==> config.mk <==
export PLATFORM = sky130hd
export DESIGN_NAME = csw_regs
export DESIGN_NICKNAME = d
export VERILOG_FILES = /design/src/logic/csw_pkg.sv /design/src/logic/csw_regs.sv
export SDC_FILE = /design/constraint.sdc
export NUM_CORES = 1
export LEC_CHECK = 0
export BUFFER_PORTS_ARGS = -buffer_cell sky130_fd_sc_hd__buf_4
export CAP_MARGIN = 20
export CORE_AREA = 2 2 233 235
export DETAILED_ROUTE_END_ITERATION = 10
export DIE_AREA = 0 0 235 237
export PLACE_DENSITY = 0.54
export SLEW_MARGIN = 20
export SYNTH_ARGS = -nofsm -noshare
export SYNTH_HDL_FRONTEND = slang
export SYNTH_SLANG_ARGS = --single-unit
==> constraint.sdc <==
create_clock -name pclk -period 2.35 [get_ports pclk]
set_input_delay 0 -clock pclk [delete_from_list [all_inputs] [get_ports pclk]]
set_output_delay 0 -clock pclk [all_outputs]
set_load 0.05 [all_outputs]
==> src/logic/csw_pkg.sv <==
// package: map, bit positions, reset values and carrier types of the status words
package csw_pkg;

    // number of control channels
    localparam int CH_COUNT = 4;

    // register indices; byte address is four times the index
    localparam logic [13:0] UNIT_IDX = 14'h0001;
    localparam logic [13:0] CH_STATE_IDX [CH_COUNT] = '{14'h0101, 14'h0201, 14'h0301, 14'h0401};
    localparam logic [13:0] CH_ALARM_IDX [CH_COUNT] = '{14'h0102, 14'h0202, 14'h0302, 14'h0402};

    // channel operating-state word bit positions
    localparam int ST_STOP  = 0;
    localparam int ST_MAN   = 1;
    localparam int ST_AT    = 2;
    localparam int ST_SRC   = 3;
    localparam int ST_SELF  = 4;
    localparam int ST_RAMP  = 5;
    localparam int ST_INERR = 8;
    localparam int ST_RSERR = 9;

    // channel alarm word bit positions
    localparam int AL_FIRST = 0;
    localparam int AL_HOC   = 4;
    localparam int AL_HB    = 5;
    localparam int AL_HS    = 6;
    localparam int AL_OC    = 7;
    localparam int AL_SPOUT = 12;
    localparam int AL_SPREV = 13;
    localparam int AL_MVREV = 14;
    localparam int AL_SCREV = 15;

    // unit word bit positions
    localparam int UN_WMODE = 20;
    localparam int UN_NVM   = 21;
    localparam int UN_COMM  = 25;

    // values after reset; write permission always reads one
    localparam logic [15:0] STATE_RESET = 16'h0000;
    localparam logic [15:0] ALARM_RESET = 16'h0000;
    localparam logic [31:0] UNIT_RESET  = 32'h0200_0000;

    // masks of the bits that carry meaning
    localparam logic [15:0] STATE_USED = 16'h033F;
    localparam logic [15:0] ALARM_USED = 16'hF0F7;
    localparam logic [31:0] UNIT_USED  = 32'h0230_0000;

    // per-channel state reported by the control loop
    typedef struct packed {
        logic stopped;
        logic manual;
        logic autotune_running;
        logic setpoint_source;
        logic self_tuning;
        logic ramp_active;
        logic input_error;
        logic remote_setpoint_error;
    } csw_state_in_t;

    // per-channel alarm conditions
    typedef struct packed {
        logic [2:0] alarm_active;
        logic       heater_overcurrent;
        logic       heater_burnout_alarm;
        logic       heater_short_alarm;
        logic       overcurrent_alarm;
    } csw_alarm_in_t;

    // per-channel configured limits, two's complement
    typedef struct packed {
        logic [15:0] setpoint;
        logic [15:0] sp_upper;
        logic [15:0] sp_lower;
        logic [15:0] mv_upper;
        logic [15:0] mv_lower;
        logic [15:0] scale_upper;
        logic [15:0] scale_lower;
    } csw_limits_t;

endpackage

==> src/logic/csw_regs.sv <==
// apb bank of read-only channel and unit status words
//
// Operation
// - status bit 0: zero run, one stop
// - status bit 1: zero auto, one manual
// - status bit 2: autotune executing
// - status bit 3: local or remote setpoint
// - status bit 4: self-tuning executing
// - status bit 5: setpoint ramp in progress
// - status bit 8: measurement input error
// - status bit 9: remote setpoint input error
// - status words at 0101, 0201, 0301, 0401
// - alarm words at 0102, 0202, 0302, 0402
// - alarm bits 0-2 follow configured alarms
// - alarm bit 4: heater overcurrent detected
// - alarm bits 5-7: burnout, short, overcurrent
// - alarm bit 12: setpoint outside limiter
// - alarm bit 13: setpoint limits reversed
// - alarm bit 14: output limits reversed
// - alarm bit 15: scaling limits reversed
// - unit bit 20: backup or ram-only write
// - unit bit 21: ram differs from nonvolatile
// - unit bit 25 always reads one
//
// Implementation choice: the APB interface to the registers.
`timescale 1ns/1ps
`default_nettype none

module csw_regs
    import csw_pkg::*;
(
    input  wire logic                    pclk,
    input  wire logic                    presetn,
    input  wire logic                    psel,
    input  wire logic                    penable,
    input  wire logic                    pwrite,
    input  wire logic [15:0]             paddr,
    input  wire logic [31:0]             pwdata,
    output var  logic [31:0]             prdata,
    output logic                         pready,
    output var  logic                    pslverr,
    input  wire csw_state_in_t [CH_COUNT-1:0] chan_state,
    input  wire csw_alarm_in_t [CH_COUNT-1:0] chan_alarm,
    input  wire csw_limits_t   [CH_COUNT-1:0] chan_limits,
    input  wire logic                    ram_only_write_mode,
    input  wire logic                    nvm_differs
);

    // registered status words, one pair per channel
    logic [15:0] state_q      [CH_COUNT];
    logic [15:0] alarm_q      [CH_COUNT];
    logic [15:0] next_state_q [CH_COUNT];
    logic [15:0] next_alarm_q [CH_COUNT];

    // registered unit word
    logic [31:0] unit_q;
    logic [31:0] next_unit_q;

    // read path
    logic [31:0] next_prdata;
    logic        next_pslverr;
    logic        setup_rd;

    // write data is never stored: every word is read-only
    // folded into one bit so the unused input is plainly deliberate
    logic        unused_wdata;
    assign unused_wdata = ^pwdata;

    // per-channel word builders
    for (genvar i = 0; i < CH_COUNT; i++) begin : g_ch

        // assemble both words from the loop's live state
        always_comb begin
            next_state_q[i]           = STATE_RESET;
            next_state_q[i][ST_STOP]  = chan_state[i].stopped;
            next_state_q[i][ST_MAN]   = chan_state[i].manual;
            next_state_q[i][ST_AT]    = chan_state[i].autotune_running;
            next_state_q[i][ST_SRC]   = chan_state[i].setpoint_source;
            next_state_q[i][ST_SELF]  = chan_state[i].self_tuning;
            next_state_q[i][ST_RAMP]  = chan_state[i].ramp_active;
            next_state_q[i][ST_INERR] = chan_state[i].input_error;
            next_state_q[i][ST_RSERR] = chan_state[i].remote_setpoint_error;

            next_alarm_q[i] = ALARM_RESET;
            // configured alarms one to three
            next_alarm_q[i][AL_FIRST+:3] = chan_alarm[i].alarm_active;
            next_alarm_q[i][AL_HOC] = chan_alarm[i].heater_overcurrent;
            next_alarm_q[i][AL_HB]  = chan_alarm[i].heater_burnout_alarm;
            next_alarm_q[i][AL_HS]  = chan_alarm[i].heater_short_alarm;
            next_alarm_q[i][AL_OC]  = chan_alarm[i].overcurrent_alarm;
            // limit checks are signed: negative setpoints are legal
            next_alarm_q[i][AL_SPOUT] =
                ($signed(chan_limits[i].setpoint) > $signed(chan_limits[i].sp_upper)) ||
                ($signed(chan_limits[i].setpoint) < $signed(chan_limits[i].sp_lower));
            next_alarm_q[i][AL_SPREV] =
                $signed(chan_limits[i].sp_upper) < $signed(chan_limits[i].sp_lower);
            next_alarm_q[i][AL_MVREV] =
                $signed(chan_limits[i].mv_upper) < $signed(chan_limits[i].mv_lower);
            next_alarm_q[i][AL_SCREV] =
                $signed(chan_limits[i].scale_upper) < $signed(chan_limits[i].scale_lower);
        end

        // register so a read never sees a half-updated word
        always_ff @(posedge pclk or negedge presetn) begin
            if (!presetn) begin
                state_q[i] <= STATE_RESET;
                alarm_q[i] <= ALARM_RESET;
            end else begin
                state_q[i] <= next_state_q[i];
                alarm_q[i] <= next_alarm_q[i];
            end
        end

    end

    // unit word: mode and memory match, permission fixed high
    // permission is tied high: software has no way to turn it off
    always_comb begin
        next_unit_q           = UNIT_RESET;
        next_unit_q[UN_WMODE] = ram_only_write_mode;
        next_unit_q[UN_NVM]   = nvm_differs;
        next_unit_q[UN_COMM]  = 1'b1;
    end

    // unit word register
    always_ff @(posedge pclk or negedge presetn) begin
        if (!presetn) begin
            unit_q <= UNIT_RESET;
        end else begin
            unit_q <= next_unit_q;
        end
    end

    // the read is sampled in the setup cycle, so the access phase
    // never waits; writes complete the same way but store nothing
    assign setup_rd = psel && !penable && !pwrite;

    // address decode and read mux
    always_comb begin
        next_prdata  = prdata;
        next_pslverr = pslverr;
        if (psel && !penable) begin
            // unmapped unless a word matches below
            next_prdata  = 32'h0000_0000;
            next_pslverr = 1'b1;
            if (paddr == {UNIT_IDX, 2'b00}) begin
                next_pslverr = 1'b0;
                if (!pwrite) begin
                    next_prdata = unit_q;
                end
            end
            for (int k = 0; k < CH_COUNT; k++) begin
                // channel operating-state word
                if (paddr == {CH_STATE_IDX[k], 2'b00}) begin
                    next_pslverr = 1'b0;
                    if (!pwrite) begin
                        next_prdata = {16'h0000, state_q[k]};
                    end
                end
                // channel alarm word
                if (paddr == {CH_ALARM_IDX[k], 2'b00}) begin
                    next_pslverr = 1'b0;
                    if (!pwrite) begin
                        next_prdata = {16'h0000, alarm_q[k]};
                    end
                end
            end
        end
    end

    // read data and error flags held until the next setup cycle
    always_ff @(posedge pclk or negedge presetn) begin
        if (!presetn) begin
            prdata  <= 32'h0000_0000;
            pslverr <= 1'b0;
        end else begin
            prdata  <= next_prdata;
            pslverr <= next_pslverr;
        end
    end

    // zero wait states
    assign pready = psel && penable;
endmodule

`default_nettype wire

==> results.txt, run 1 <==
* Slew Limit Fails: 0
- Synthesis instantiated 64 different standard cells from the library.
- Dividing total power by cell area gives a power density of 339.0 mW/mm2.
* Chip Height: approximately 240 um
- Number of cells upsized or downsized after cts: 0
* Post-route antenna net violation count: 0
- The initial utilization of the core area, before any placement, comes to 20.42%.
- Sort of element at the end of the critical path: flip-flop
- Path class of the lowest-slack min-delay path: in -> reg
- Port buffering added ~550 buffers.
* Cell taking the most area after synthesis: sky130_fd_sc_hd__ha_1
- The hold violation total from the final report is 0.
- Nature of the critical path startpoint: primary input
- For this run, the total global-route usage over all layers was measured as between 10% and 20%.
- The flow ran to the end, and the final reports show no timing, DRC or antenna violations.
- Part of the power in registers: 32.1%
- The longest clock path from root to sink contains 2 buffers.
- The startpoint identified for the worst register-to-register timing path is state_q[33].
- TritonCTS built the clock tree.
- Counting I/O delays and the setup requirement, the final critical path takes 1.846 ns.
* Arrival @ worst endpoint: 2.14 ns
- Critical path buffers and inverters: 2
* Net switching component of the power: 1.848 mW
- Cell at the root of the clock tree: sky130_fd_sc_hd__clkbuf_16
* Setup repair after global routing missed its margin: no
- Final setup vio count: 0
* Part of the power in the clock network: 27.6%
- For this block, the routed nets add up to 44360 um of wire.
- Start-to-end type of the worst setup path: in -> reg
* Final Wtd Congestion: 0.9386
* CTS HTree Levels: 3
* Overflow left after global routing: 0
- Entering global routing, the biggest net connects 97 pins.
- Clock latency of the later-clocked register in the worst-skew pair: 0.35 ns
* Share of flip-flops with an asynchronous set or reset: between 90% and 100%
- The tool flagged a number of max-cap violations equal to 0.
- Number of nets in the layout: roughly 2700
* Biggest fanout along the worst timing path: 10
- Most frequently used flop master after synthesis: sky130_fd_sc_hd__dfrtp_1
- After detailed routing, the number of remaining DRC violations is 0.
- sky130_fd_sc_hd__ha_1 is the most common cell in the netlist.
- Full die area: 0.05570 mm2
- Summing the sequential cell areas from Yosys gives between 20% and 30% of the chip area.
- Fraction of power spent switching nets: 32.51%
- Wire length of the first global-routing pass: 67110 um
- In this run the standard cell core region covers roughly 0.053 mm2.
* Internal portion of total power: 3.836 mW
- For the final database, setup skew stands at 0.009256 ns.
* IR drop worst, VDD: between 0.2 and 0.3 mV
- Dividing the final minimum period by the clock period gives 78.55%.
- Total clock sinks: 96
- Row Count: 85
- The slowest stage of the critical path is the sky130_fd_sc_hd__or4_4 cell.
- CP peak stage delay: ~0.65 ns
- Leak pwr: 9.461 nW
- Vias in the first global route: 11950
- The die is 235 um wide.
- Number of warnings issued by yosys: 0
- Pin placement for this block handled 597 I/O pins.
- The critical path starts at paddr[1].
- DR iter-0 viols: 360
- The layout has roughly 5700 filler cells.
- Of the cells placed in the final design, the portion with a size suffix greater than 1 is between 30% and 40%.
- Clock tree synthesis inserted a total of 9 buffers.
- Detailed placement ended at an HPWL of 39930 um.
* Count of state elements after synthesis: 96
- F_max: 541.8 MHz
- Once layout is complete, the cells apart from fillers number 2566.
* Worst-path cell chain: buf_4 > or4_4 > or4_4 > nor2b_4 > buf_4 > a22oi_1 > a21oi_1 > a21o_1
- In the routed layout, each cell is associated on average with a via count of 4.318.
- Cell count after synthesis: 1242
- At the worst endpoint, the required time is 2.64 ns.
- Clock-pin slew was measured on the worst setup and hold paths at 0.07 ns.
- Hold path startpoint: chan_limits[399]
* Area added between synthesis and finish: 54.12%
- Kind of cell with the highest combined delay on the critical path: simple AND/OR/NAND/NOR gates
* Avg Synthesized Cell Area: 8.758 um2
* Remaining max-slew budget at the tightest pin: 50.41%
- Ranked by total cell area, the synthesized netlist is headed by sky130_fd_sc_hd__ha_1 (35%), sky130_fd_sc_hd__dfrtp_1 (22%), sky130_fd_sc_hd__inv_1 (9.0%).
- Share of the core filled with cells in the final layout: 31.46%
- Area fraction of the dominant cell type after synthesis: a little over a third
- For the pin with the worst max-slew slack, the measured transition is 0.7423 ns.
- By count the netlist is led by sky130_fd_sc_hd__ha_1 (304), sky130_fd_sc_hd__inv_1 (260), sky130_fd_sc_hd__dfrtp_1 (96).
- Total negative slack for setup checks: 0 ns
- In this run the cell area of the synthesized design comes to 0.01088 mm2.
- The routed layout has 11080 vias.
- EDFF count, synth: 0
* # placed instances: 2482
- Combinational fraction of design power: between 40% and 50%
- For this run, the detailed router's first-pass iteration total came to 4.
* Antenna violations before repair: 13
* Average detailed-routed wire length per instance: 17.29 um
area by class of cell:
| class | count | area [um2] | area share (%) |
|---|---|---|---|
| Multi-Input combinational cell | 874 | 7377 | 44.00 |
| Timing Repair Buffer | 619 | 4817 | 28.73 |
| Sequential cell | 96 | 2402 | 14.33 |
| Inverter | 260 | 975.9 | 5.821 |
| Tap cell | 696 | 870.8 | 5.194 |
| Clock buffer | 9 | 225.2 | 1.343 |
| Clock inverter | 7 | 83.83 | 0.5000 |
| Antenna cell | 5 | 12.51 | 0.07463 |
sequential cells by signal, summed over array words and instances (netlist names):
| name | cells |
|---|---|
| alarm_q | 44 |
| state_q | 32 |
| prdata | 17 |
| unit_q | 2 |
| pslverr | 1 |
repair_timing:
action                                 in CTS  in global routing
hold buffers                               63                  0
endpoints found under the hold margin     158                  0
buffers inserted                            0                  0
layer usage:
metal / GRT usage (%) / vias to the layer above / part of all wire [%]
met5: 0 / - / 0.22
met4: 3.855 / 14 / 1.7
met3: 3.859 / 52 / 6.5
met2: 28.46 / 357 / 50
met1: 17.86 / 4997 / 41
li1: - / 5660 / -
final timing paths:
| kind | end | slack [ns] | cells past startpoint |
|---|---|---|---|
| worst max-delay path | prdata[12] | 0.50 | 8 |
| worst min-delay path | alarm_q[14] | 0.04 | 3 |
| worst max register to register | prdata[1] | 0.85 | 5 |
| worst min register to register | prdata[20] | 0.47 | 2 |
| max in group asynchronous | alarm_q[31] | 1.66 | 3 |
| min in group asynchronous | state_q[18] | 0.28 | 3 |
cells in the final DEF (no fill, tap or decap), types with 5 or more instances in the layout:
| cell | netlist | routed |
|---|---|---|
| sky130_fd_sc_hd__a2111oi_0 | 11 | 11 |
| sky130_fd_sc_hd__a211oi_1 | 25 | 25 |
| sky130_fd_sc_hd__a21o_1 | 77 | 77 |
| sky130_fd_sc_hd__a21oi_1 | 64 | 64 |
| sky130_fd_sc_hd__a221oi_1 | 9 | 9 |
| sky130_fd_sc_hd__a22o_1 | 6 | 6 |
| sky130_fd_sc_hd__a22oi_1 | 14 | 14 |
| sky130_fd_sc_hd__a31oi_1 | 8 | 8 |
| sky130_fd_sc_hd__and3_1 | 9 | 9 |
| sky130_fd_sc_hd__buf_4 | 15 | 555 |
| sky130_fd_sc_hd__clkbuf_16 | 0 | 9 |
| sky130_fd_sc_hd__conb_1 | 1 | 15 |
| sky130_fd_sc_hd__dfrtp_1 | 96 | 96 |
| sky130_fd_sc_hd__diode_2 | 0 | 5 |
| sky130_fd_sc_hd__dlygate4sd3_1 | 0 | 63 |
| sky130_fd_sc_hd__ha_1 | 304 | 304 |
| sky130_fd_sc_hd__inv_1 | 260 | 260 |
| sky130_fd_sc_hd__mux2_2 | 5 | 5 |
| sky130_fd_sc_hd__nand2_1 | 40 | 40 |
| sky130_fd_sc_hd__nand2b_1 | 17 | 16 |
| sky130_fd_sc_hd__nand3_1 | 17 | 17 |
| sky130_fd_sc_hd__nand4_1 | 37 | 37 |
| sky130_fd_sc_hd__nor2_1 | 47 | 47 |
| sky130_fd_sc_hd__nor2b_1 | 15 | 15 |
| sky130_fd_sc_hd__nor3_1 | 21 | 21 |
| sky130_fd_sc_hd__o211ai_1 | 14 | 14 |
| sky130_fd_sc_hd__o21a_1 | 6 | 6 |
| sky130_fd_sc_hd__o21ai_0 | 41 | 41 |
| sky130_fd_sc_hd__o22ai_1 | 10 | 10 |
| sky130_fd_sc_hd__o31ai_1 | 5 | 5 |
worst reg2reg max path, cell delays in order (launching register included):
cell and delay, ns:
sky130_fd_sc_hd__dfrtp_1 0.37, sky130_fd_sc_hd__mux2_2 0.26, sky130_fd_sc_hd__a22o_1 0.22, sky130_fd_sc_hd__a222oi_1 0.26
sky130_fd_sc_hd__a31oi_1 0.14, sky130_fd_sc_hd__a21o_1 0.16
stage by stage:
| stage | setup WS (ns) | hold WS [ns] | instance area, um2 | power (mW) |
|---|---|---|---|---|
| 2_1_floorplan | 0.4030 | -0.2956 | 10930 | 2.896 |
| 3_3_place_gp | 0.1534 | 0.1110 | 15810 | 4.026 |
| 3_5_place_dp | 0.1391 | 0.1106 | 15810 | 4.061 |
| 4_1_cts | 0.5039 | 0.04152 | 16750 | 5.797 |
| 5_1_grt | 0.3708 | 0.05407 | 16760 | 6.122 |
| 6_report | 0.5042 | 0.04087 | 16760 | 5.684 |
cells by family after synthesis:
kind of cell             count (synthesis)  share of synthesized area [%]
AO/OA/AOI/OAI                          319                          20.21
adder cells (fa/ha/maj)                304                          34.97
buffers and inverters                  286                          10.60
AND/OR/NAND/NOR                        228                          11.31
flip-flops                              96                          22.08
multiplexers                             8                         0.7936
other                                    1                        0.03447
power groups by stage:
stage          Clock, mW  Sequential [mW]  Combinational (mW)
3_5_place_dp           0             1.86                2.20
3_3_place_gp           0             1.87                2.16
5_1_grt             1.70             1.84                2.59
4_1_cts             1.64             1.83                2.32
6_report            1.57             1.82                2.29
2_1_floorplan          0             1.85                1.05
No activity file was read; power rests on OpenSTA's default activity.
==> inputs of run 2 (changes only) <==
--- a/config.mk
+++ b/config.mk
@@ -5,12 +5,13 @@
 export SDC_FILE = /design/constraint.sdc
 export NUM_CORES = 1
 export LEC_CHECK = 0
+export ABC_AREA = 1
 export BUFFER_PORTS_ARGS = -buffer_cell sky130_fd_sc_hd__buf_4
 export CAP_MARGIN = 20
-export CORE_AREA = 2 2 233 235
+export CORE_AREA = 2 2 234 236
 export DETAILED_ROUTE_END_ITERATION = 10
-export DIE_AREA = 0 0 235 237
-export PLACE_DENSITY = 0.54
+export DIE_AREA = 0 0 236 238
+export PLACE_DENSITY = 0.56
 export SLEW_MARGIN = 20
 export SYNTH_ARGS = -nofsm -noshare
 export SYNTH_HDL_FRONTEND = slang
==> constraint.sdc (replaced) <==
create_clock -name pclk -period 1.93 [get_ports pclk]
set_input_delay 0 -clock pclk [delete_from_list [all_inputs] [get_ports pclk]]
set_output_delay 0 -clock pclk [all_outputs]
set_load 0.05 [all_outputs]
==> results.txt, run 2 <==
* Total clock sinks: 96 (unchanged)
* Worst-case clock buffer depth: 2 (unchanged)
* Share of flip-flops with an asynchronous set or reset: 100.0% (unchanged)
- Biggest fanout along the worst timing path: 33 (+23)
- Instance count on the critical path: 10 (+2)
- The last weighted congestion value of the routability-driven placer came to 0.9135 (-2.7%).
- Most frequent cell after synthesis: sky130_fd_sc_hd__inv_1
* F_max: 586.5 MHz
* Full die area: 0.05617 mm2 (+0.85%)
- The power consumption was 6.915 mW (+22%).
- Area fraction of the dominant cell type after synthesis: 32.28% (-2.7 points)
- The share of post-route cells with drive strength above 1 came to 26.87% (-4.9 points).
- Cell at the root of the clock tree: sky130_fd_sc_hd__clkbuf_16
* Critical path destination: prdata[1]
* Number of cells upsized or downsized after cts: 0 (unchanged)
- Total Wirelength: 44940 um (+1.3%)
- Cell taking the most area after synthesis: sky130_fd_sc_hd__ha_1
* Reg2reg end: prdata[1]
* IR drop worst, VDD: 0.3123 mV (+12%)
- Overflow left after global routing: 0 (unchanged)
* Leak pwr: 10.44 nW (+10%)
* Most frequently used flop master after synthesis: sky130_fd_sc_hd__dfrtp_1
- The final-stage net count was 3114 (+14%).
- Launching instance or port of the critical path: pwrite
- Antenna violations before repair: 10 (-3)
* Sort of element at the end of the critical path: flip-flop
- Fin. Hold Viols: 0 (unchanged)
- The row count is 85 (unchanged).
* Gr usage total: 15.81% (+0.32 points)
- The number of detailed-route iterations in the first pass is 5 (+1).
* Max-cap check violation count: 0 (unchanged)
- Number of port buffers: 549 (unchanged)
- The worst hold path belongs to the class in -> reg.
- The wire length of the first global-routing pass came to 69990 um (+4.3%).
* Vias after detailed routing: 12508 (+13%)
- Final critical-path share of the clock period: 88.35%
* Sequential fraction of the synthesis area: 20.39% (-1.7 points)
- The accumulated negative setup slack came to 0 ns (unchanged).
- CP peak stage delay: 0.56 ns (-0.09 ns)
- The overall die width is 236 um (+0.43%).
- DR iter-0 viols: 424 (+18%)
- The final instance count without filler cells was 2951 (+15%).
* Chip Height: 238 um (+0.42%)
- The number of library cell types mapped by synthesis came to 35 (-45%).
* Slew at the pin with the worst max-slew slack: 0.7050 ns (-0.03728 ns)
* Total I/O pin count: 597 (unchanged)
* DRC violation count after routing: 0 (unchanged)
- Leaving out fill and tap cells, the most frequent cells in the layout are sky130_fd_sc_hd__buf_4 (556), sky130_fd_sc_hd__inv_1 (370), sky130_fd_sc_hd__nand2_1 (327).
- Initial core utilization: 22.03% (+1.6 points)
- The count of antenna-violating nets left after detailed routing is 0 (unchanged).
- The worst setup path is launched from a primary input.
- Worst-path cell chain: dlygate4sd3_1 > buf_4 > inv_2 > nand2_1 > nand3b_1 > nand4_1 > nor2_1 > nand4_1 > nand2_1 > nand2_1
- Clock period minus worst slack: approximately 1.7 ns
* Launch instance of the worst register-to-register path: state_q[33]
* Kind of cell with the highest combined delay on the critical path: buffers and inverters
- The core outline area was 0.05350 mm2 (+0.40%).
- The run finished with clean final reports.
- Largest regs: alarm_q (44), state_q (32), prdata (17)
- The flip-flop count of the largest register, all copies and words added is 44 (unchanged).
- Remaining max-slew budget at the tightest pin: 52.65% (+2.2 points)
* Number of buffers added for setup after CTS: 0 (unchanged)
- Counting stages on the worst path, the most repeated cell is sky130_fd_sc_hd__nand2_1.
* Vias per inst: 4.239 (-1.8%)
- Number of buffers added by the clock tree synthesis step: 9 (unchanged)
- Required time of the critical path: 2.18 ns (-0.46 ns)
* Final setup vio count: 0 (unchanged)
- Dpl hpwl: 40360 um (+1.1%)
- Start-to-end type of the worst setup path: in -> reg
* Total of fill cells in the finished design: 5774 (+1.8%)
- The register-to-register setup slack is 0.66 ns (-0.19 ns).
- Largest reg by FF count: alarm_q
- Cell count after synthesis: 1633 (+31%)
- The count of warnings emitted by yosys was 0 (unchanged).
- Sorting the synthesized cells by area gives the leading types as sky130_fd_sc_hd__ha_1 (32%), sky130_fd_sc_hd__dfrtp_1 (20%), sky130_fd_sc_hd__inv_1 (12%).
- Post-CTS clock slew at the launch and capture registers of the worst setup and hold paths: 0.07 ns (about the same)
* Vias in the first global route: 13197 (+10%)
- Leaving out fill and tap cells, the most frequent cell in the layout is sky130_fd_sc_hd__buf_4.
- Cell area after synthesis: 0.01178 mm2 (+8.3%)
- The wire length per cell after detailed routing is 15.23 um (-12%).
* CTS tree: done
- Setup repair after global routing missed its margin: no
* Highest-delay cell along the critical path: sky130_fd_sc_hd__dlygate4sd3_1
* Area added between synthesis and finish: 49.58%
- # placed instances: 2868 (+16%)
- Number of cells on the worst hold path: 4 (+1)
* Most instantiated cells after synthesis: sky130_fd_sc_hd__inv_1 (371), sky130_fd_sc_hd__nand2_1 (327), sky130_fd_sc_hd__ha_1 (304)
- Worst Reg-to-Reg Cells: 8 (+3)
* Clock latency of the later-clocked register in the worst-skew pair: 0.35 ns (about the same)
* Power per standard cell area: 392.3 mW/mm2 (+16%)
- Avg Synthesized Cell Area: 7.215 um2 (-18%)
- CTS HTree Levels: 3 (unchanged)
* Count of state elements after synthesis: 96 (unchanged)
* Slew Limit Fails: 0 (unchanged)
- The arrival time at the worst endpoint is 1.95 ns (-0.19 ns).
- EDFF count, synth: 0 (unchanged)
- The maximum number of pins on one net before global-route repair was 45 (-54%).
- Critical path buffers and inverters: 3 (+1)
- Worst clock skew on the final layout: 0.009213 ns (-0.00004330 ns)
==> run 2: cell count changes in the layout (fill, tap and decap cells not counted), sizes merged, moves of 12 or more <==
cell    change
o21a       +12
nand2     +295
o21ai      +22
nand3      +69
a211oi     -25
nor2b      -17
a22oi      -15
nand2b     -17
o211ai     -12
a21oi      +86
a21o       -77
inv       +109
nor2       +23
nand4      +14
==> run 2: cells by family after synthesis <==
logic type	Yosys count	share of synthesized area, %
AO/OA/AOI/OAI	239	10.69
XOR/XNOR	5	0.3717
adder cells (fa/ha/maj)	304	32.28
buffers and inverters	406	13.70
flip-flops	96	20.39
other	1	0.03183
AND/OR/NAND/NOR	582	22.53
==> run 2: worst reg2reg max path, stage by stage, from the launching register on <==
cell                      delay, ns
sky130_fd_sc_hd__dfrtp_1       0.37
sky130_fd_sc_hd__inv_1         0.07
sky130_fd_sc_hd__nor2_1        0.04
sky130_fd_sc_hd__nand3_1       0.08
sky130_fd_sc_hd__nand4_1       0.11
sky130_fd_sc_hd__nor2_1        0.24
sky130_fd_sc_hd__nand4_1       0.14
sky130_fd_sc_hd__nand2_1       0.09
sky130_fd_sc_hd__nand2_1       0.05
==> run 2: area by class of cell <==
type / count / area [um2] / area share [%]
diodes: 3 / 7.507 / 0.04260
clock buffers: 10 / 239.0 / 1.356
clock inverters: 6 / 45.04 / 0.2556
inverters: 374 / 1404 / 7.965
multi-input cells: 1145 / 7821 / 44.38
flip-flops and latches: 96 / 2402 / 13.63
well taps: 696 / 870.8 / 4.941
repair buffers: 621 / 4835 / 27.43
==> run 2: report_power, final <==
part	total, mW	internal, mW	switching, mW
combinational	2.96	1.50	1.47
clock	1.73	0.912	0.821
sequential	2.22	2.15	0.0638
==> run 2: repair_timing <==
| action | in CTS | in global routing |
|---|---|---|
| hold endpoints to repair | 93 | 0 |
| setup endpoints to repair | 0 | 0 |
| hold buffers | 64 | 0 |
==> run 2: how the worst min path moves through the flow <==
| stage | startpoint | end |
|---|---|---|
| 2_1_floorplan | presetn | alarm_q[0] |
| 3_3_place_gp | presetn | state_q[25] |
| 3_5_place_dp | presetn | state_q[19] |
| 4_1_cts | paddr[10] | prdata[21] |
| 5_1_grt | paddr[8] | prdata[20] |
| 6_report | paddr[10] | prdata[21] |
==> run 2: metal layers <==
| layer | routed length (um) | share of wire (%) | track usage [%] |
|---|---|---|---|
| met5 | 87 | 0.19 | 0 |
| met4 | 437 | 0.97 | 2.065 |
| met3 | 2803 | 6.2 | 3.887 |
| met2 | 23460 | 52 | 30.13 |
| met1 | 18150 | 40 | 18.11 |
==> run 2: per-stage QoR <==
| stage | setup WS, ns | hold slack [ns] | cell area (um2) | utilization [%] |
|---|---|---|---|---|
| after floorplan | 0.8049 | -0.2956 | 11840 | - |
| after global placement | 0.3219 | -0.02334 | 16690 | 31.20 |
| after detailed placement | 0.2932 | -0.01782 | 16690 | 31.20 |
| after CTS | 0.2048 | 0.04492 | 17620 | 32.93 |
| after global routing | 0.07927 | 0.08128 | 17620 | 32.93 |
| final | 0.2249 | 0.05551 | 17620 | 32.95 |
